<file path="src/mld_pkg.sv">
// Shared constants and types for the loopback and diagnostic MAC logic.
// Assumes one system clock; no register bus, control and status are ports.
package mld_pkg;
  localparam int RING_DEPTH = 8;
  localparam int BUF_DEPTH = 8;
  localparam int ADDR_BYTES = 6;
  localparam logic [1:0] FCS_LAST = 2'h3;
  localparam int TC_CRC_INH = 0;
  localparam int TC_LB_LO = 1;
  localparam int TC_LB_HI = 2;
  localparam logic [1:0] LB_NORMAL = 2'h0;
  localparam logic [1:0] LB_NIC = 2'h1;
  localparam logic [1:0] LB_SERIAL = 2'h2;
  localparam logic [1:0] LB_CABLE = 2'h3;
  localparam int IS_RX_OK = 0;
  localparam int IS_TX_OK = 1;
  localparam int IS_RX_ERR = 2;
  localparam int IS_TX_ERR = 3;
  localparam logic [7:0] RS_GOOD = 8'h01;
  localparam logic [7:0] RS_CRC_ERR = 8'h02;
  localparam logic [7:0] TS_OK = 8'h03;
  localparam logic [7:0] TS_ABORT = 8'h0e;
  localparam logic [7:0] TS_NO_MAU = 8'h53;
  localparam logic [7:0] STAT_RST = 8'h00;
  localparam logic [15:0] CNT_RST = 16'h0000;
  localparam logic [31:0] CRC_INIT = 32'hffffffff;
  localparam logic [31:0] CRC_POLY = 32'hedb88320;
  localparam logic [31:0] CRC_RESIDUE = 32'hdebb20e3;
  typedef enum logic [1:0] {MED_TP_NOLINK, MED_TP_AUTO, MED_THIN_COAX, MED_THICK_COAX} mld_medium_e;
  typedef struct packed {logic last; logic [7:0] data;} mld_byte_s;
  typedef struct packed {logic tp_link_ok; logic coax_ok; logic mau_present;} mld_cable_s;
endpackage

</file>
<file path="src/mld_mac_loopback.sv">
// Loopback paths, receive ring, CRC and cable diagnostics of a 10 Mb/s MAC.
// Assumes byte streams at both network sides and host-held config inputs.
// Function
// - Mode 1: internal NRZ loop, serial interface idle
// - Mode 2: loop via serial interface, attachment unit idle
// - Mode 3: transmit on network, receive everything
// - Eight-byte receive ring, starts zero, wraps
// - CRC on: data, four CRC, count lo, hi, hi
// - CRC off: five data, count lo, hi, hi
// - Loopback: nothing stored, packet received flag clear
// - Checker test: bad 06h/02h, good 02h/01h
// - Matched loop frame, CRC generated: status 06h
// - Address mismatch: no receive indication, 02h
// - Coax cable test: 03h good, 0Eh failed
// - Thick coax without attachment unit: 53h
// - Twisted pair, no link test: always 03h
// - Auto-detect falls back to thin coax
// - coax_selected shows medium chosen by auto-detect
// - Mode 3 ring may hold foreign traffic
`timescale 1ns/1ns
module mld_fifo #(
  parameter int WIDTH = 9,
  parameter int DEPTH = mld_pkg::BUF_DEPTH
) (
  // Clock and reset
  input wire logic clk_sys,
  input wire logic nrst,
  // Fill side
  input wire logic in_valid,
  output logic in_ready,
  input wire logic [WIDTH-1:0] in_data,
  // Drain side
  output logic out_valid,
  input wire logic out_ready,
  output logic [WIDTH-1:0] out_data,
  // Free slots
  output logic [$clog2(DEPTH):0] room
);
  localparam int AW = $clog2(DEPTH);
  logic [WIDTH-1:0] mem_r [DEPTH];
  logic [AW-1:0] wp_r, wp_nxt, rp_r, rp_nxt;
  logic [AW:0] cnt_r, cnt_nxt;
  logic push, pop;
  if (DEPTH < 2 || (1 << AW) != DEPTH) begin : g_chk
    $error("mld_fifo depth must be a power of two of at least 2");
  end
  assign in_ready = cnt_r != (AW+1)'(DEPTH);
  assign out_valid = cnt_r != '0;
  assign out_data = mem_r[rp_r];
  assign room = (AW+1)'(DEPTH) - cnt_r;
  assign push = in_valid && in_ready;
  assign pop = out_valid && out_ready;
  always_comb begin
    wp_nxt = wp_r + AW'(push);
    rp_nxt = rp_r + AW'(pop);
    cnt_nxt = cnt_r + (AW+1)'(push) - (AW+1)'(pop);
  end
  always_ff @(posedge clk_sys) begin
    if (!nrst) begin
      wp_r <= '0;
      rp_r <= '0;
      cnt_r <= '0;
    end else begin
      wp_r <= wp_nxt;
      rp_r <= rp_nxt;
      cnt_r <= cnt_nxt;
    end
  end
  // Storage needs no reset; reads are gated by the count
  always_ff @(posedge clk_sys) begin
    if (push) begin
      mem_r[wp_r] <= in_data;
    end
  end
endmodule

module mld_mac_loopback #(
  parameter int RING = mld_pkg::RING_DEPTH
) (
  // Clock and reset
  input wire logic clk_sys,
  input wire logic nrst,
  // Configuration
  input wire logic [7:0] transmit_config,
  input wire logic [47:0] station_address,
  input wire mld_pkg::mld_medium_e medium_select,
  input wire mld_pkg::mld_cable_s cable_state,
  input wire logic [7:0] status_clear,
  // Transmit frame from host
  input wire logic tx_valid,
  output logic tx_ready,
  input wire mld_pkg::mld_byte_s tx_byte,
  // Serial network interface and attachment unit
  output logic serial_tx_valid,
  output logic mau_tx_valid,
  output mld_pkg::mld_byte_s net_tx_byte,
  // Cable receive
  input wire logic cable_rx_valid,
  output logic cable_rx_ready,
  input wire mld_pkg::mld_byte_s cable_rx_byte,
  // Packet buffer memory
  output logic buf_wr_valid,
  input wire logic buf_wr_ready,
  output mld_pkg::mld_byte_s buf_wr_byte,
  // Receive ring inspection
  input wire logic [$clog2(RING)-1:0] ring_rd_idx,
  output logic [7:0] ring_rd_data,
  // Status
  output logic [7:0] interrupt_status,
  output logic [7:0] receive_status,
  output logic [7:0] transmit_status,
  output logic coax_selected,
  output logic packet_received_flag
);
  import mld_pkg::*;
  localparam int RW = $clog2(RING);
  typedef enum logic [1:0] {TX_IDLE, TX_DATA, TX_FCS, TX_DONE} mld_tx_e;
  typedef enum logic [1:0] {RX_BODY, RX_LO, RX_HI_A, RX_HI_B} mld_rx_e;
  if (RING < 2 || (1 << RW) != RING) begin : g_chk
    $error("receive ring depth must be a power of two");
  end

  function automatic logic [31:0] crc_byte(input logic [31:0] c, input logic [7:0] d);
    logic [31:0] r;
    r = c;
    for (int i = 0; i < 8; i++) begin
      r = (r >> 1) ^ (CRC_POLY & {32{r[0] ^ d[i]}});
    end
    return r;
  endfunction

  logic [1:0] lb;
  logic crc_inh, loop, tx_take, rx_v, buf_push, fifo_rdy, ring_we, rx_acc, rx_bad;
  mld_byte_s rx_b, out_b_r, out_b_nxt;
  logic [7:0] ring_wd, tx_stat_calc, irq_set;
  logic [$clog2(BUF_DEPTH):0] room;
  assign lb = transmit_config[TC_LB_HI:TC_LB_LO];
  assign crc_inh = transmit_config[TC_CRC_INH];
  assign loop = lb == LB_NIC || lb == LB_SERIAL;

  // Transmit engine
  mld_tx_e tx_st_r, tx_st_nxt;
  logic [31:0] tcrc_r, tcrc_nxt;
  logic [1:0] fcs_r, fcs_nxt;
  logic out_v_r, out_v_nxt, tx_ready_r, tx_ready_nxt;
  logic ser_v_r, ser_v_nxt, mau_v_r, mau_v_nxt;
  assign tx_take = tx_valid && tx_ready_r;
  always_comb begin
    tx_st_nxt = tx_st_r;
    tcrc_nxt = tcrc_r;
    fcs_nxt = fcs_r;
    out_v_nxt = 1'b0;
    out_b_nxt = out_b_r;
    unique case (tx_st_r)
      TX_IDLE: begin
        if (tx_valid) begin
          tx_st_nxt = TX_DATA;
          tcrc_nxt = CRC_INIT;
        end
      end
      TX_DATA: begin
        if (tx_take) begin
          out_v_nxt = 1'b1;
          out_b_nxt = '{last: tx_byte.last && crc_inh, data: tx_byte.data};
          tcrc_nxt = crc_byte(tcrc_r, tx_byte.data);
          fcs_nxt = 2'h0;
          if (tx_byte.last) begin
            tx_st_nxt = crc_inh ? TX_DONE : TX_FCS;
          end
        end
      end
      TX_FCS: begin
        out_v_nxt = 1'b1;
        out_b_nxt = '{last: fcs_r == FCS_LAST, data: ~tcrc_r[8*fcs_r +: 8]};
        fcs_nxt = fcs_r + 2'h1;
        if (fcs_r == FCS_LAST) begin
          tx_st_nxt = TX_DONE;
        end
      end
      TX_DONE: tx_st_nxt = TX_IDLE;
    endcase
    tx_ready_nxt = tx_st_nxt == TX_DATA;
    ser_v_nxt = out_v_nxt && lb != LB_NIC;
    mau_v_nxt = out_v_nxt && !loop;
  end
  always_ff @(posedge clk_sys) begin
    if (!nrst) begin
      tx_st_r <= TX_IDLE;
      tcrc_r <= CRC_INIT;
      fcs_r <= 2'h0;
      out_v_r <= 1'b0;
      out_b_r <= '0;
      tx_ready_r <= 1'b0;
      ser_v_r <= 1'b0;
      mau_v_r <= 1'b0;
    end else begin
      tx_st_r <= tx_st_nxt;
      tcrc_r <= tcrc_nxt;
      fcs_r <= fcs_nxt;
      out_v_r <= out_v_nxt;
      out_b_r <= out_b_nxt;
      tx_ready_r <= tx_ready_nxt;
      ser_v_r <= ser_v_nxt;
      mau_v_r <= mau_v_nxt;
    end
  end
  assign tx_ready = tx_ready_r;
  assign serial_tx_valid = ser_v_r;
  assign mau_tx_valid = mau_v_r;
  assign net_tx_byte = out_b_r;

  // Receive side and ring; cable bytes are drained but dropped in modes 1 and 2
  mld_rx_e rx_st_r, rx_st_nxt;
  logic [15:0] cnt_r, cnt_nxt;
  logic [31:0] rcrc_r, rcrc_nxt;
  logic hit_r, hit_nxt, rx_ready_r, rx_ready_nxt;
  logic [RW-1:0] wp_r, wp_nxt;
  logic [7:0] ring_r [RING];
  logic [7:0] ring_rd_r, ring_rd_nxt;
  assign rx_v = loop ? out_v_r : cable_rx_valid && rx_ready_r;
  assign rx_b = loop ? out_b_r : cable_rx_byte;
  assign buf_push = rx_st_r == RX_BODY && rx_v && lb == LB_NORMAL && hit_r
    && cnt_r >= ADDR_BYTES;
  always_comb begin
    rx_st_nxt = rx_st_r;
    cnt_nxt = cnt_r;
    rcrc_nxt = rcrc_r;
    hit_nxt = hit_r;
    ring_we = 1'b0;
    ring_wd = rx_b.data;
    unique case (rx_st_r)
      RX_BODY: begin
        if (rx_v) begin
          ring_we = 1'b1;
          cnt_nxt = cnt_r + 16'h0001;
          rcrc_nxt = crc_byte(rcrc_r, rx_b.data);
          if (cnt_r < ADDR_BYTES && rx_b.data != station_address[8*cnt_r[2:0] +: 8]) begin
            hit_nxt = 1'b0;
          end
          if (rx_b.last) begin
            rx_st_nxt = RX_LO;
          end
        end
      end
      // Count trails the data so the ring ends lo, hi, hi
      RX_LO: begin
        ring_we = 1'b1;
        ring_wd = cnt_r[7:0];
        rx_st_nxt = RX_HI_A;
      end
      RX_HI_A: begin
        ring_we = 1'b1;
        ring_wd = cnt_r[15:8];
        rx_st_nxt = RX_HI_B;
      end
      RX_HI_B: begin
        ring_we = 1'b1;
        ring_wd = cnt_r[15:8];
        rx_st_nxt = RX_BODY;
        cnt_nxt = CNT_RST;
        rcrc_nxt = CRC_INIT;
        hit_nxt = 1'b1;
      end
    endcase
    wp_nxt = wp_r + RW'(ring_we);
    // One spare slot covers the byte already in flight when ready falls
    rx_ready_nxt = loop || (rx_st_nxt == RX_BODY && room > 1);
    ring_rd_nxt = ring_r[ring_rd_idx];
  end
  always_ff @(posedge clk_sys) begin
    if (!nrst) begin
      rx_st_r <= RX_BODY;
      cnt_r <= CNT_RST;
      rcrc_r <= CRC_INIT;
      hit_r <= 1'b1;
      rx_ready_r <= 1'b0;
      wp_r <= '0;
      ring_rd_r <= STAT_RST;
    end else begin
      rx_st_r <= rx_st_nxt;
      cnt_r <= cnt_nxt;
      rcrc_r <= rcrc_nxt;
      hit_r <= hit_nxt;
      rx_ready_r <= rx_ready_nxt;
      wp_r <= wp_nxt;
      ring_rd_r <= ring_rd_nxt;
    end
  end
  // Old bytes are overwritten; mode 3 traffic lands here too
  for (genvar g = 0; g < RING; g++) begin : g_ring
    always_ff @(posedge clk_sys) begin
      if (!nrst) begin
        ring_r[g] <= STAT_RST;
      end else if (ring_we && wp_r == RW'(g)) begin
        ring_r[g] <= ring_wd;
      end
    end
  end
  assign cable_rx_ready = rx_ready_r;
  assign ring_rd_data = ring_rd_r;

  mld_fifo #(.WIDTH($bits(mld_byte_s)), .DEPTH(BUF_DEPTH)) u_buf (
    .clk_sys(clk_sys),
    .nrst(nrst),
    .in_valid(buf_push),
    .in_ready(fifo_rdy),
    .in_data(rx_b),
    .out_valid(buf_wr_valid),
    .out_ready(buf_wr_ready),
    .out_data(buf_wr_byte),
    .room(room)
  );

  // Status
  logic [7:0] irq_stat_r, irq_stat_nxt, rx_stat_r, rx_stat_nxt, tx_stat_r, tx_stat_nxt;
  logic coax_r, coax_nxt;
  assign rx_acc = hit_r && cnt_r >= ADDR_BYTES;
  // Generated CRC is not seen as good by the loop checker
  assign rx_bad = rcrc_r != CRC_RESIDUE || (lb != LB_NORMAL && !crc_inh);
  always_comb begin
    if (loop) begin
      tx_stat_calc = TS_OK;
    end else begin
      unique case (medium_select)
        MED_TP_NOLINK: tx_stat_calc = TS_OK;
        MED_TP_AUTO: tx_stat_calc = cable_state.tp_link_ok || cable_state.coax_ok
          ? TS_OK : TS_ABORT;
        MED_THIN_COAX: tx_stat_calc = cable_state.coax_ok ? TS_OK : TS_ABORT;
        MED_THICK_COAX: tx_stat_calc = !cable_state.mau_present ? TS_NO_MAU
          : cable_state.coax_ok ? TS_OK : TS_ABORT;
      endcase
    end
    irq_set = STAT_RST;
    rx_stat_nxt = rx_stat_r;
    tx_stat_nxt = tx_stat_r;
    if (tx_st_r == TX_DONE) begin
      irq_set[tx_stat_calc[0] ? IS_TX_OK : IS_TX_ERR] = 1'b1;
      tx_stat_nxt = tx_stat_calc;
    end
    if (rx_st_r == RX_HI_B && rx_acc) begin
      if (rx_bad) begin
        irq_set[IS_RX_ERR] = 1'b1;
      end else if (lb == LB_NORMAL) begin
        irq_set[IS_RX_OK] = 1'b1;
      end
      rx_stat_nxt = rx_bad ? RS_CRC_ERR : RS_GOOD;
    end
    // A new event outweighs a clear in the same cycle
    irq_stat_nxt = (irq_stat_r & ~status_clear) | irq_set;
    coax_nxt = medium_select == MED_TP_AUTO ? !cable_state.tp_link_ok
      : medium_select == MED_THIN_COAX;
  end
  always_ff @(posedge clk_sys) begin
    if (!nrst) begin
      irq_stat_r <= STAT_RST;
      rx_stat_r <= STAT_RST;
      tx_stat_r <= STAT_RST;
      coax_r <= 1'b0;
    end else begin
      irq_stat_r <= irq_stat_nxt;
      rx_stat_r <= rx_stat_nxt;
      tx_stat_r <= tx_stat_nxt;
      coax_r <= coax_nxt;
    end
  end
  assign interrupt_status = irq_stat_r;
  assign receive_status = rx_stat_r;
  assign transmit_status = tx_stat_r;
  assign coax_selected = coax_r;
  assign packet_received_flag = irq_stat_r[IS_RX_OK];
endmodule

</file>
<file path="config.mk">
export PLATFORM = sky130hd
export DESIGN_NAME = mld_mac_loopback
export DESIGN_NICKNAME = d
export VERILOG_FILES = /design/src/mld_pkg.sv /design/src/mld_mac_loopback.sv
export SDC_FILE = /design/constraint.sdc
export NUM_CORES = 1
export LEC_CHECK = 0
export ABC_CLOCK_PERIOD_IN_PS = 5200
export BUFFER_PORTS_ARGS = -buffer_cell sky130_fd_sc_hd__buf_2
export CAP_MARGIN = 20
export CELL_PAD_IN_SITES_DETAIL_PLACEMENT = 0
export CELL_PAD_IN_SITES_GLOBAL_PLACEMENT = 1
export CORE_MARGIN = 8
export CORE_UTILIZATION = 45
export DETAILED_ROUTE_END_ITERATION = 10
export GPL_ROUTABILITY_DRIVEN = 1
export GPL_TIMING_DRIVEN = 1
export PLACE_DENSITY = 0.85
export SLEW_MARGIN = 20
export SYNTH_ARGS = -nofsm -noshare
export SYNTH_HDL_FRONTEND = slang
export SYNTH_SLANG_ARGS = --single-unit
</file>
<file path="constraint.sdc">
create_clock -name clk_sys -period 5.2 [get_ports clk_sys]
set_clock_uncertainty 0.05 [all_clocks]
set_input_delay 0.26 -clock clk_sys [delete_from_list [all_inputs] [get_ports clk_sys]]
set_output_delay 0.26 -clock clk_sys [all_outputs]
set_load 0.1 [all_outputs]
</file>
==> results.tsv, run 1 <==
metric	value	unit
status	finished clean	
Leak	0.005933	uW
Die Width	189.3	microns
XOR/XNOR Fraction of Synth Area	0.1350	
# DRC	0	
final setup vio count	0	
CTS HTree Levels	1	
Async SR Flop Fraction	0	
crit start category	input pin	
slack of the critical path	1617	ps
Die Y	189.3	microns
CTS Buf Count	29	
CP Max Fanout	15	
CTS tree	yes	
commonest non-fill, non-tap cells in the layout	157 x nor2_1, 138 x buf_2, 137 x dfxtp_1	
initial antenna violation count	0	
Worst path max stage delay	810	ps
Cells after Synth	1149	
gr ovfl total	0	
Seq/Total Area, Yosys	0.5049	
pin count of the biggest net entering global routing	45	
# rows	63	
combinational family with the most area after synthesis	XOR/XNOR gates	
DP HPWL	22.60	mm
wirelength, routed	32.34	mm
Seq cells post-synth	273	
drt via density	5.408	
worst-case clock buffer depth	3	
I/O pin count	152	
via count	9182	
Skew-Pair Late Insertion Delay	560	ps
CTS sink cnt	273	
Die Footprint	0.03585	sq mm
unrepaired setup endpoints after global routing	no	
Max Slew Vio Count	0	
hold depth	4	
Core ar.	0.02964	sq mm
post-CTS resize count	0	
Total Routing Usage GR	0.1778	
highest-delay cell along the critical path	ha_1	
dominant synthesized flop cell	dfxtp_1	
Worst EP required	5620	ps
DP Worst Slack	1541	ps
DR pass1 iterations	5	
Nets	1408	
max frequency	0.2791	GHz
post-route ant nets	0	
Setup TNS Final	0	ps
count of cell types in the netlist	65	
Tot Pwr	7925	uW
Adder-Cell Fraction of Synth Area	0.02647	
synth warn	0	
Max-Slew Margin vs Limit	0.3897	
simple-gate share of the synthesized area	0.1144	
port bufs	138	
number of global-route vias before repair	9353	
root buffer cell	clkbuf_16	
routed length per instance	19.04	microns
Initial Util	0.4562	
period utilization	0.6891	
Mapped Area	0.01352	sq mm
fraction of layout cells with a size suffix above 1	0.2286	
measured slew at the worst slew-check pin	914.2	ps
Peak VDD IR	270.8	uV
Period minus WS final	3583	ps
Min-Delay Path Class	in -> reg	
compound-cell area share of the yosys netlist	0.07135	
critical path arrival	4010	ps
Avg Cell Area, Syn	11.77	sq um
final count of hold timing violations	0	
worst-case reg-to-reg path depth	8	
cell chain of the critical path	dlygate4sd3_1 -> buf_2 -> inv_1 -> ha_1 -> mux2i_2 -> xnor2_2 -> xor2_4 -> xnor3_2 -> xnor3_1 -> a31oi_1	
Worst Hold Slack	23.37	ps
Power Dens Cells	506.7	mW/mm^2
Post-synth EDFFs	136	
placed cells	1630	
CP Class	in -> reg	
number of max-cap violations	0	
drt initial violations	611	
# fillers	2610	
RD Place Congestion	0.8599	
Non-Filler Instances	1698	
CP endpoint kind	flip-flop	
first-pass GRT wire length	51.53	mm
CTS clk-pin slew, worst paths	60	ps
n_diodes	0	
multiplexer share of the synthesized area	0.1152	
Syn-to-layout area delta	15.68	%
most common cell after layout, fill and taps aside	nor2_1	
==> path summary, 6_finish.rpt <==
kind	from	endpoint	slack (ps)
setup reg to reg	cnt_r[0]	u_buf.mem_r[2][3]	2030
hold / removal	tx_valid	tx_st_r[1]	20
hold reg to reg	transmit_status[1]	transmit_status[1]	410
setup / recovery	transmit_config[1]	rcrc_r[20]	1620
==> what timing repair did <==
action / CTS / global route
setup buffers: 0 / 0
endpoints found under the hold margin: 13 / 0
hold buffers: 14 / 0
==> per-stage QoR <==
stage	instance area, sq um	utilization
after detailed placement	14540	0.4905
final	15640	0.5277
after floorplan	13550	-
after global placement	14540	0.4905
after CTS	15640	0.5277
after global routing	15640	0.5277
==> critical path, delay by kind of cell <==
family / cells / cell delay (ps)
buffers and inverters: 3 / 670
adders and majority gates: 1 / 810
xor gates and xnor gates: 4 / 1510
muxes: 1 / 600
AOI/OAI and AO/OA: 1 / 160
==> cell families (layout without fill, tap and decap cells) <==
| logic type | Yosys count | after routing |
|---|---|---|
| adder cells (fa/ha/maj) | 28 | 28 |
| buffers and inverters | 101 | 253 |
| other | 1 | 8 |
| AO/OA/AOI/OAI | 154 | 154 |
| XOR/XNOR | 159 | 159 |
| multiplexers | 90 | 90 |
| flip-flops | 273 | 273 |
| AND/OR/NAND/NOR | 343 | 343 |
==> cell type report <==
cell class | instances | area [sq um] | share of cell area
Tap cell | 390 | 488.0 | 0.03120
Multi-Input combinational cell | 782 | 6285 | 0.4018
Clock buffer | 33 | 740.7 | 0.04736
Inverter | 28 | 105.1 | 0.006720
Timing Repair Buffer | 171 | 973.4 | 0.06224
Sequential cell | 273 | 6827 | 0.4365
Clock inverter | 21 | 221.5 | 0.01416
==> synth_stat cells, drive strengths merged, types with 27 or more instances <==
master | n | area, sq um
nor2 | 157 | 589.3
dfxtp | 137 | 2743
edfxtp | 136 | 4084
xnor2 | 107 | 1061
nand2 | 79 | 296.5
o22ai | 51 | 319.1
clkbuf | 50 | 187.7
mux4 | 48 | 1081
a21oi | 36 | 180.2
xor2 | 35 | 377.9
inv | 28 | 105.1
ha | 27 | 337.8
==> layer usage <==
layer / wire length (microns) / up-vias / global-route usage
li1: - / 4386 / -
met1: 14230 / 4534 / 0.2354
met2: 15970 / 222 / 0.3023
met3: 1552 / 40 / 0.02962
met4: 588 / 0 / 0.03939
met5: 0 / - / 0
==> where the power goes <==
group / switching, uW / internal [uW] / leakage (uW) / total [uW]
Clock: 861 / 1230 / 0.000480 / 2090
Combinational: 1700 / 1450 / 0.00302 / 3160
Sequential: 209 / 2470 / 0.00244 / 2680
==> flip-flops by register name, summed over array words and instances (netlist names), 2 cells and up <==
register and flops:
rx_st_r 2, rcrc_r 32, tx_st_r 2, fcs_r 2, u_buf.cnt_r 4, ring_r 64
ring_rd_data 8, u_buf.wp_r 3, tcrc_r 32, interrupt_status 8, receive_status 2, wp_r 3
cnt_r 16, net_tx_byte 9, transmit_status 4, u_buf.mem_r 72, u_buf.rp_r 3
No activity file was read; power rests on OpenSTA's default activity.
==> run 2: changes to the inputs <==
Settings changed: ABC_AREA set to 1, ABC_CLOCK_PERIOD_IN_PS 5200 to 3200, CORE_UTILIZATION 45 to 40, PLACE_DENSITY 0.85 to 0.84.
Clock period 5.2 ns to 3.2 ns, I/O delays scaled along.
==> results.tsv, run 2 <==
metric	value	unit	change
worst-case clock buffer depth	3		unchanged
post-route ant nets	0		unchanged
CP Max Fanout	26		+11
Nets	2097		+49%
CTS Buf Count	31		+6.9%
# rows	70		+11%
Max-Slew Margin vs Limit	0.4068		+0.01709
DP Worst Slack	455.1	ps	-1086 ps
via count	12720		+39%
Core ar.	0.03635	sq mm	+23%
fraction of layout cells with a size suffix above 1	0.1401		-0.08852
DR pass1 iterations	5		unchanged
top cell type by total area after synthesis	edfxtp_1		
Cells after Synth	1811		+58%
Worst Hold Launch	cable_rx_byte[8]		
leading registers by flop count	u_buf.mem_r: 72 flops, ring_r: 64 flops		
CTS HTree Levels	1		unchanged
# DRC	0		unchanged
CP Class	reg -> out		
period utilization	0.9010		
Die Width	207.4	microns	+9.5%
Mapped Area	0.01466	sq mm	+8.4%
gr ovfl total	0		unchanged
CTS sink cnt	273		unchanged
Synth area leaders	edfxtp_1 28%, dfxtp_1 19%, nand2_1 8.5%		
synth warn	0		unchanged
number of post-CTS setup repair buffers	0		unchanged
Min-Delay Path Class	in -> reg		
Async SR Flop Fraction	0		unchanged
max frequency	0.3468	GHz	
I/O pin count	152		unchanged
Period minus WS final	2883	ps	
Synth top area share	0.2787		-0.02339
DP HPWL	28.41	mm	+26%
worst-case reg-to-reg path depth	13		+5
number of global-route vias before repair	12570		+34%
Leak	0.007621	uW	+28%
wirelength, routed	41.10	mm	+27%
Worst EP required	2990	ps	-2630 ps
Setup TNS Final	0	ps	unchanged
drt via density	5.154		-4.7%
root buffer cell	clkbuf_16		
count of cell types in the netlist	49		-25%
worst r2r src	cnt_r[1]		
hold path endpoint	rx_st_r[0]		
Total Routing Usage GR	0.1850		+0.007133
Peak VDD IR	530.9	uV	+96%
crit start category	flip-flop		
commonest non-fill, non-tap cells in the layout	330 x nand2_1, 291 x nor2_1, 178 x o21ai_0		
Worst Hold Slack	53.52	ps	+30.16 ps
final setup vio count	0		unchanged
Largest register FFs	72		unchanged
CP endpoint kind	primary output		
Post-synth EDFFs	136		unchanged
Skew-Pair Late Insertion Delay	580	ps	+20 ps
top post-synthesis cells by count	330 x nand2_1, 291 x nor2_1, 178 x o21ai_0, 169 x inv_1, 137 x dfxtp_1		
Non-Filler Instances	2469		+45%
CTS clk-pin slew, worst paths	60	ps	about the same
RD Place Congestion	0.8707		+1.3%
Power Dens Cells	815.4	mW/mm^2	+61%
measured slew at the worst slew-check pin	888.8	ps	-25.37 ps
Top reg by flops	u_buf.mem_r		
status	finished clean		
RR Endpoint	u_buf.cnt_r[2]		
drt initial violations	937		+53%
dominant synthesized flop cell	dfxtp_1		
placed cells	2378		+46%
most common cell after layout, fill and taps aside	nand2_1		
CTS tree	yes		
top-count cell post-synth	nand2_1		
final count of hold timing violations	0		unchanged
slack of the critical path	316.9	ps	-1300 ps
Syn-to-layout area delta	17.68	%	
Max Slew Vio Count	0		unchanged
first-pass GRT wire length	66.05	mm	+28%
Seq/Total Area, Yosys	0.4658		-0.03910
initial antenna violation count	4		+4
number of max-cap violations	0		unchanged
unrepaired setup endpoints after global routing	no		
post-CTS resize count	0		unchanged
Avg Cell Area, Syn	8.092	sq um	-31%
port bufs	138		unchanged
hold-fix buffer count after cts	31		+17
Initial Util	0.4032		-0.05298
Seq cells post-synth	273		unchanged
pin count of the biggest net entering global routing	48		+6.7%
Die Footprint	0.04302	sq mm	+20%
Die Y	207.4	microns	+9.5%
critical path arrival	2670	ps	-1340 ps
FF-to-FF setup slack	580	ps	-1450 ps
hold depth	5		+1
routed length per instance	16.65	microns	-13%
-- run 2: where the power goes --
group	internal, uW	switching, uW
Combinational	1810	4200
Clock	2180	1470
Sequential	4110	293
-- run 2: area by class of cell --
| class | count | area, sq um |
|---|---|---|
| Antenna cell | 2 | 5.005 |
| Clock buffer | 37 | 829.5 |
| Clock inverter | 21 | 226.5 |
| Fill cell | 3476 | 19100 |
| Inverter | 178 | 668.1 |
| Multi-Input combinational cell | 1281 | 6789 |
| Sequential cell | 273 | 6827 |
| Tap cell | 468 | 585.6 |
| Timing Repair Buffer | 209 | 1316 |
-- run 2: worst max path at each step --
| stage | from | endpoint | slack [ps] | cells past startpoint |
|---|---|---|---|---|
| after floorplan | u_buf.rp_r[0] | buf_wr_byte[0] | 260 | 6 |
| after global placement | transmit_config[1] | rcrc_r[19] | 460 | 18 |
| after detailed placement | transmit_config[1] | rcrc_r[19] | 460 | 18 |
| after CTS | u_buf.rp_r[0] | buf_wr_byte[2] | 340 | 6 |
| after global routing | u_buf.rp_r[0] | buf_wr_byte[7] | 150 | 6 |
| final | u_buf.rp_r[0] | buf_wr_byte[2] | 320 | 6 |
-- run 2: kinds of logic after synthesis --
kind of cell               synth area share
buffers and inverters               0.07317
adders and majority gates           0.02442
AOI/OAI and AO/OA                    0.1421
other                             0.0002559
and+or+nand+nor                      0.2196
DFF                                  0.4658
xor gates and xnor gates            0.07470
-- run 2: metal layers --
metal  global-route usage  vias up  part of all wire
li1                     -     6328                 -
met2               0.3232      359              0.49
met4              0.05546        0             0.024
met3              0.02310       77             0.055
met5                    0        -                 0
met1               0.2363     5960              0.43
-- run 2: worst max-delay path, stage by stage (launching register included) --
cell     delay (ps)
dfxtp_1         590
buf_4           370
o21ai_0         140
o22ai_1         190
nor2_1           60
a31oi_1         250
buf_2           490
-- run 2: per-stage QoR --
stage	util	cell area, sq um	power, uW
4_1_cts	0.4744	17240	14140
5_1_grt	0.4745	17250	15030
2_1_floorplan	-	14680	9059
6_report	0.4745	17250	14060
3_5_place_dp	0.4368	15880	10420
3_3_place_gp	0.4368	15880	10340
==> run 3: changes to the inputs <==
Settings changed: CORE_UTILIZATION 40 to 30, PLACE_DENSITY 0.84 to 0.68, SLEW_MARGIN 20 to 10.
==> results.tsv, run 3 (synthesis gave the netlist of run 2 again) <==
metric	value	unit	change
status	finished clean		
Worst path max stage delay	480	ps	-110 ps
highest-delay cell along the critical path	buf_2		
Power Dens Cells	810.0	mW/mm^2	-0.67%
CTS HTree Levels	2		+1
DP HPWL	30.10	mm	+5.9%
DR pass1 iterations	6		+1
Setup TNS Final	0	ps	unchanged
Buf/Inv on CP	4		+2
# rows	81		+16%
RR Endpoint	u_buf.cnt_r[2]		
Period minus WS final	2721	ps	-162.0 ps
Worst EP required	2990	ps	about the same
Die Footprint	0.05618	sq mm	+31%
root buffer cell	clkbuf_16		
cell family with most CP delay	buffers and inverters		
first-pass GRT wire length	67.90	mm	+2.8%
leading registers by flop count	u_buf.mem_r: 72 flops, ring_r: 64 flops		
n_diodes	0		-2
initial antenna violation count	1		-3
Util after Layout	0.3596		-0.1149
measured slew at the worst slew-check pin	931.9	ps	+43.09 ps
commonest non-fill, non-tap cells in the layout	330 x nand2_1, 291 x nor2_1, 178 x o21ai_0		
unrepaired setup endpoints after global routing	no		
CP Max Fanout	36		+38%
number of max-cap violations	0		unchanged
most common cell after layout, fill and taps aside	nand2_1		
post-route ant nets	0		unchanged
FF-to-FF setup slack	710	ps	+130 ps
number of global-route vias before repair	12200		-3.0%
CTS Buf Count	34		+9.7%
Top reg by flops	u_buf.mem_r		
pin count of the biggest net entering global routing	59		+23%
Syn-to-layout area delta	19.12	%	
Min-Delay Path Class	in -> reg		
crit start category	flip-flop		
I/O pin count	152		unchanged
worst r2r src	rx_st_r[0]		
hold path endpoint	tx_st_r[0]		
Initial Util	0.3019		-0.1013
fraction of layout cells with a size suffix above 1	0.1444		+0.004352
max frequency	0.3675	GHz	+6.0%
RD Place Congestion	0.8226		-5.5%
Core ar.	0.04855	sq mm	+34%
Skew-Pair Late Insertion Delay	540	ps	-40 ps
Leak	0.007661	uW	+0.53%
Nets	2107		+0.48%
CP endpoint kind	primary output		
Die Width	237.0	microns	+14%
routed length per instance	16.47	microns	-1.1%
Tot Pwr	14140	uW	+0.55%
port bufs	138		unchanged
final count of hold timing violations	0		unchanged
drt initial violations	922		-1.6%
CTS clk-pin slew, worst paths	60	ps	about the same
Largest register FFs	72		unchanged
# DRC	0		unchanged
Total Routing Usage GR	0.1504		-0.03454
CTS tree	yes		
Peak VDD IR	320.5	uV	-40%
wirelength, routed	43.32	mm	+5.4%
Worst Hold Slack	60.25	ps	+6.728 ps
period utilization	0.8503		-0.05064
Die Y	237.0	microns	+14%
Max-Slew Margin vs Limit	0.3781		-0.02875
drt via density	4.774		-7.4%
worst-case reg-to-reg path depth	11		-2
via count	12560		-1.3%
CP Class	reg -> out		
critical path arrival	2510	ps	-160 ps
final setup vio count	0		unchanged
CTS sink cnt	273		unchanged
hold depth	5		unchanged
Worst Hold Launch	transmit_config[0]		
Max Slew Vio Count	0		unchanged
gr ovfl total	0		unchanged
worst-case clock buffer depth	3		unchanged
cell chain of the critical path	buf_4 -> inv_1 -> buf_4 -> nor2_1 -> o22ai_1 -> nor2_1 -> a31oi_1 -> buf_2		
## run 3: cell types whose count changed in the layout (fill, tap and decap cells not counted), sizes merged
cell         delta
inv             -1
dlygate4sd3     -2
clkbuf          +9
buf             +9
diode           -2
clkinv          +1
clkinvlp        -4
bufinv          -3
## run 3: layout make-up
class / count / area [sq um]
Multi-Input combinational cell: 1281 / 6802
Tap cell: 622 / 778.2
Fill cell: 5055 / 31090
Inverter: 178 / 668.1
Sequential cell: 273 / 6827
Clock inverter: 14 / 93.84
Timing Repair Buffer: 216 / 1351
Clock buffer: 46 / 937.1
## run 3: routing by layer
layer | GRT usage | part of all wire
met1 | 0.1912 | 0.45
met2 | 0.2635 | 0.49
met3 | 0.02197 | 0.038
met4 | 0.04044 | 0.017
met5 | 0 | 0.00030
## run 3: worst max-delay path by stage
stage	slack, ps	from	end	depth (start not counted)
finish	480	u_buf.rp_r[0]	buf_wr_byte[2]	8
global route	330	u_buf.rp_r[0]	buf_wr_byte[2]	8
CTS	460	u_buf.rp_r[0]	buf_wr_byte[2]	8
detailed placement	590	transmit_config[1]	rcrc_r[18]	14
global placement	560	transmit_config[1]	rcrc_r[18]	14
floorplan	260	u_buf.rp_r[0]	buf_wr_byte[0]	6
## run 3: repair_timing
action,4_1_cts,5_1_grt
setup endpoints to repair,0,0
buffers inserted,0,0
endpoints found under the hold margin,24,0
resized for setup,0,0
hold buffers,29,0
## run 3: power breakdown
part	switching, uW	internal [uW]	total, uW	leakage (uW)
clock	1500	2130	3630	0.000513
sequential	253	4120	4370	0.00245
combinational	4260	1880	6140	0.00470
total	6020	8120	14100	0.00766
## run 3: worst min-delay path, delay by kind of cell
kind / cells / cell delay, ps
and+or+nand+nor: 2 / 160
buffers and inverters: 1 / 130
AOI/OAI and AO/OA: 2 / 150
## run 3: stage by stage
step,setup WS (ps),instance area (sq um),cells
after floorplan,255.1,14680,1818
after global placement,557.0,16140,2541
after detailed placement,593.7,16140,2541
after CTS,462.6,17460,2630
after global routing,334.1,17460,2630
final,478.9,17460,2630
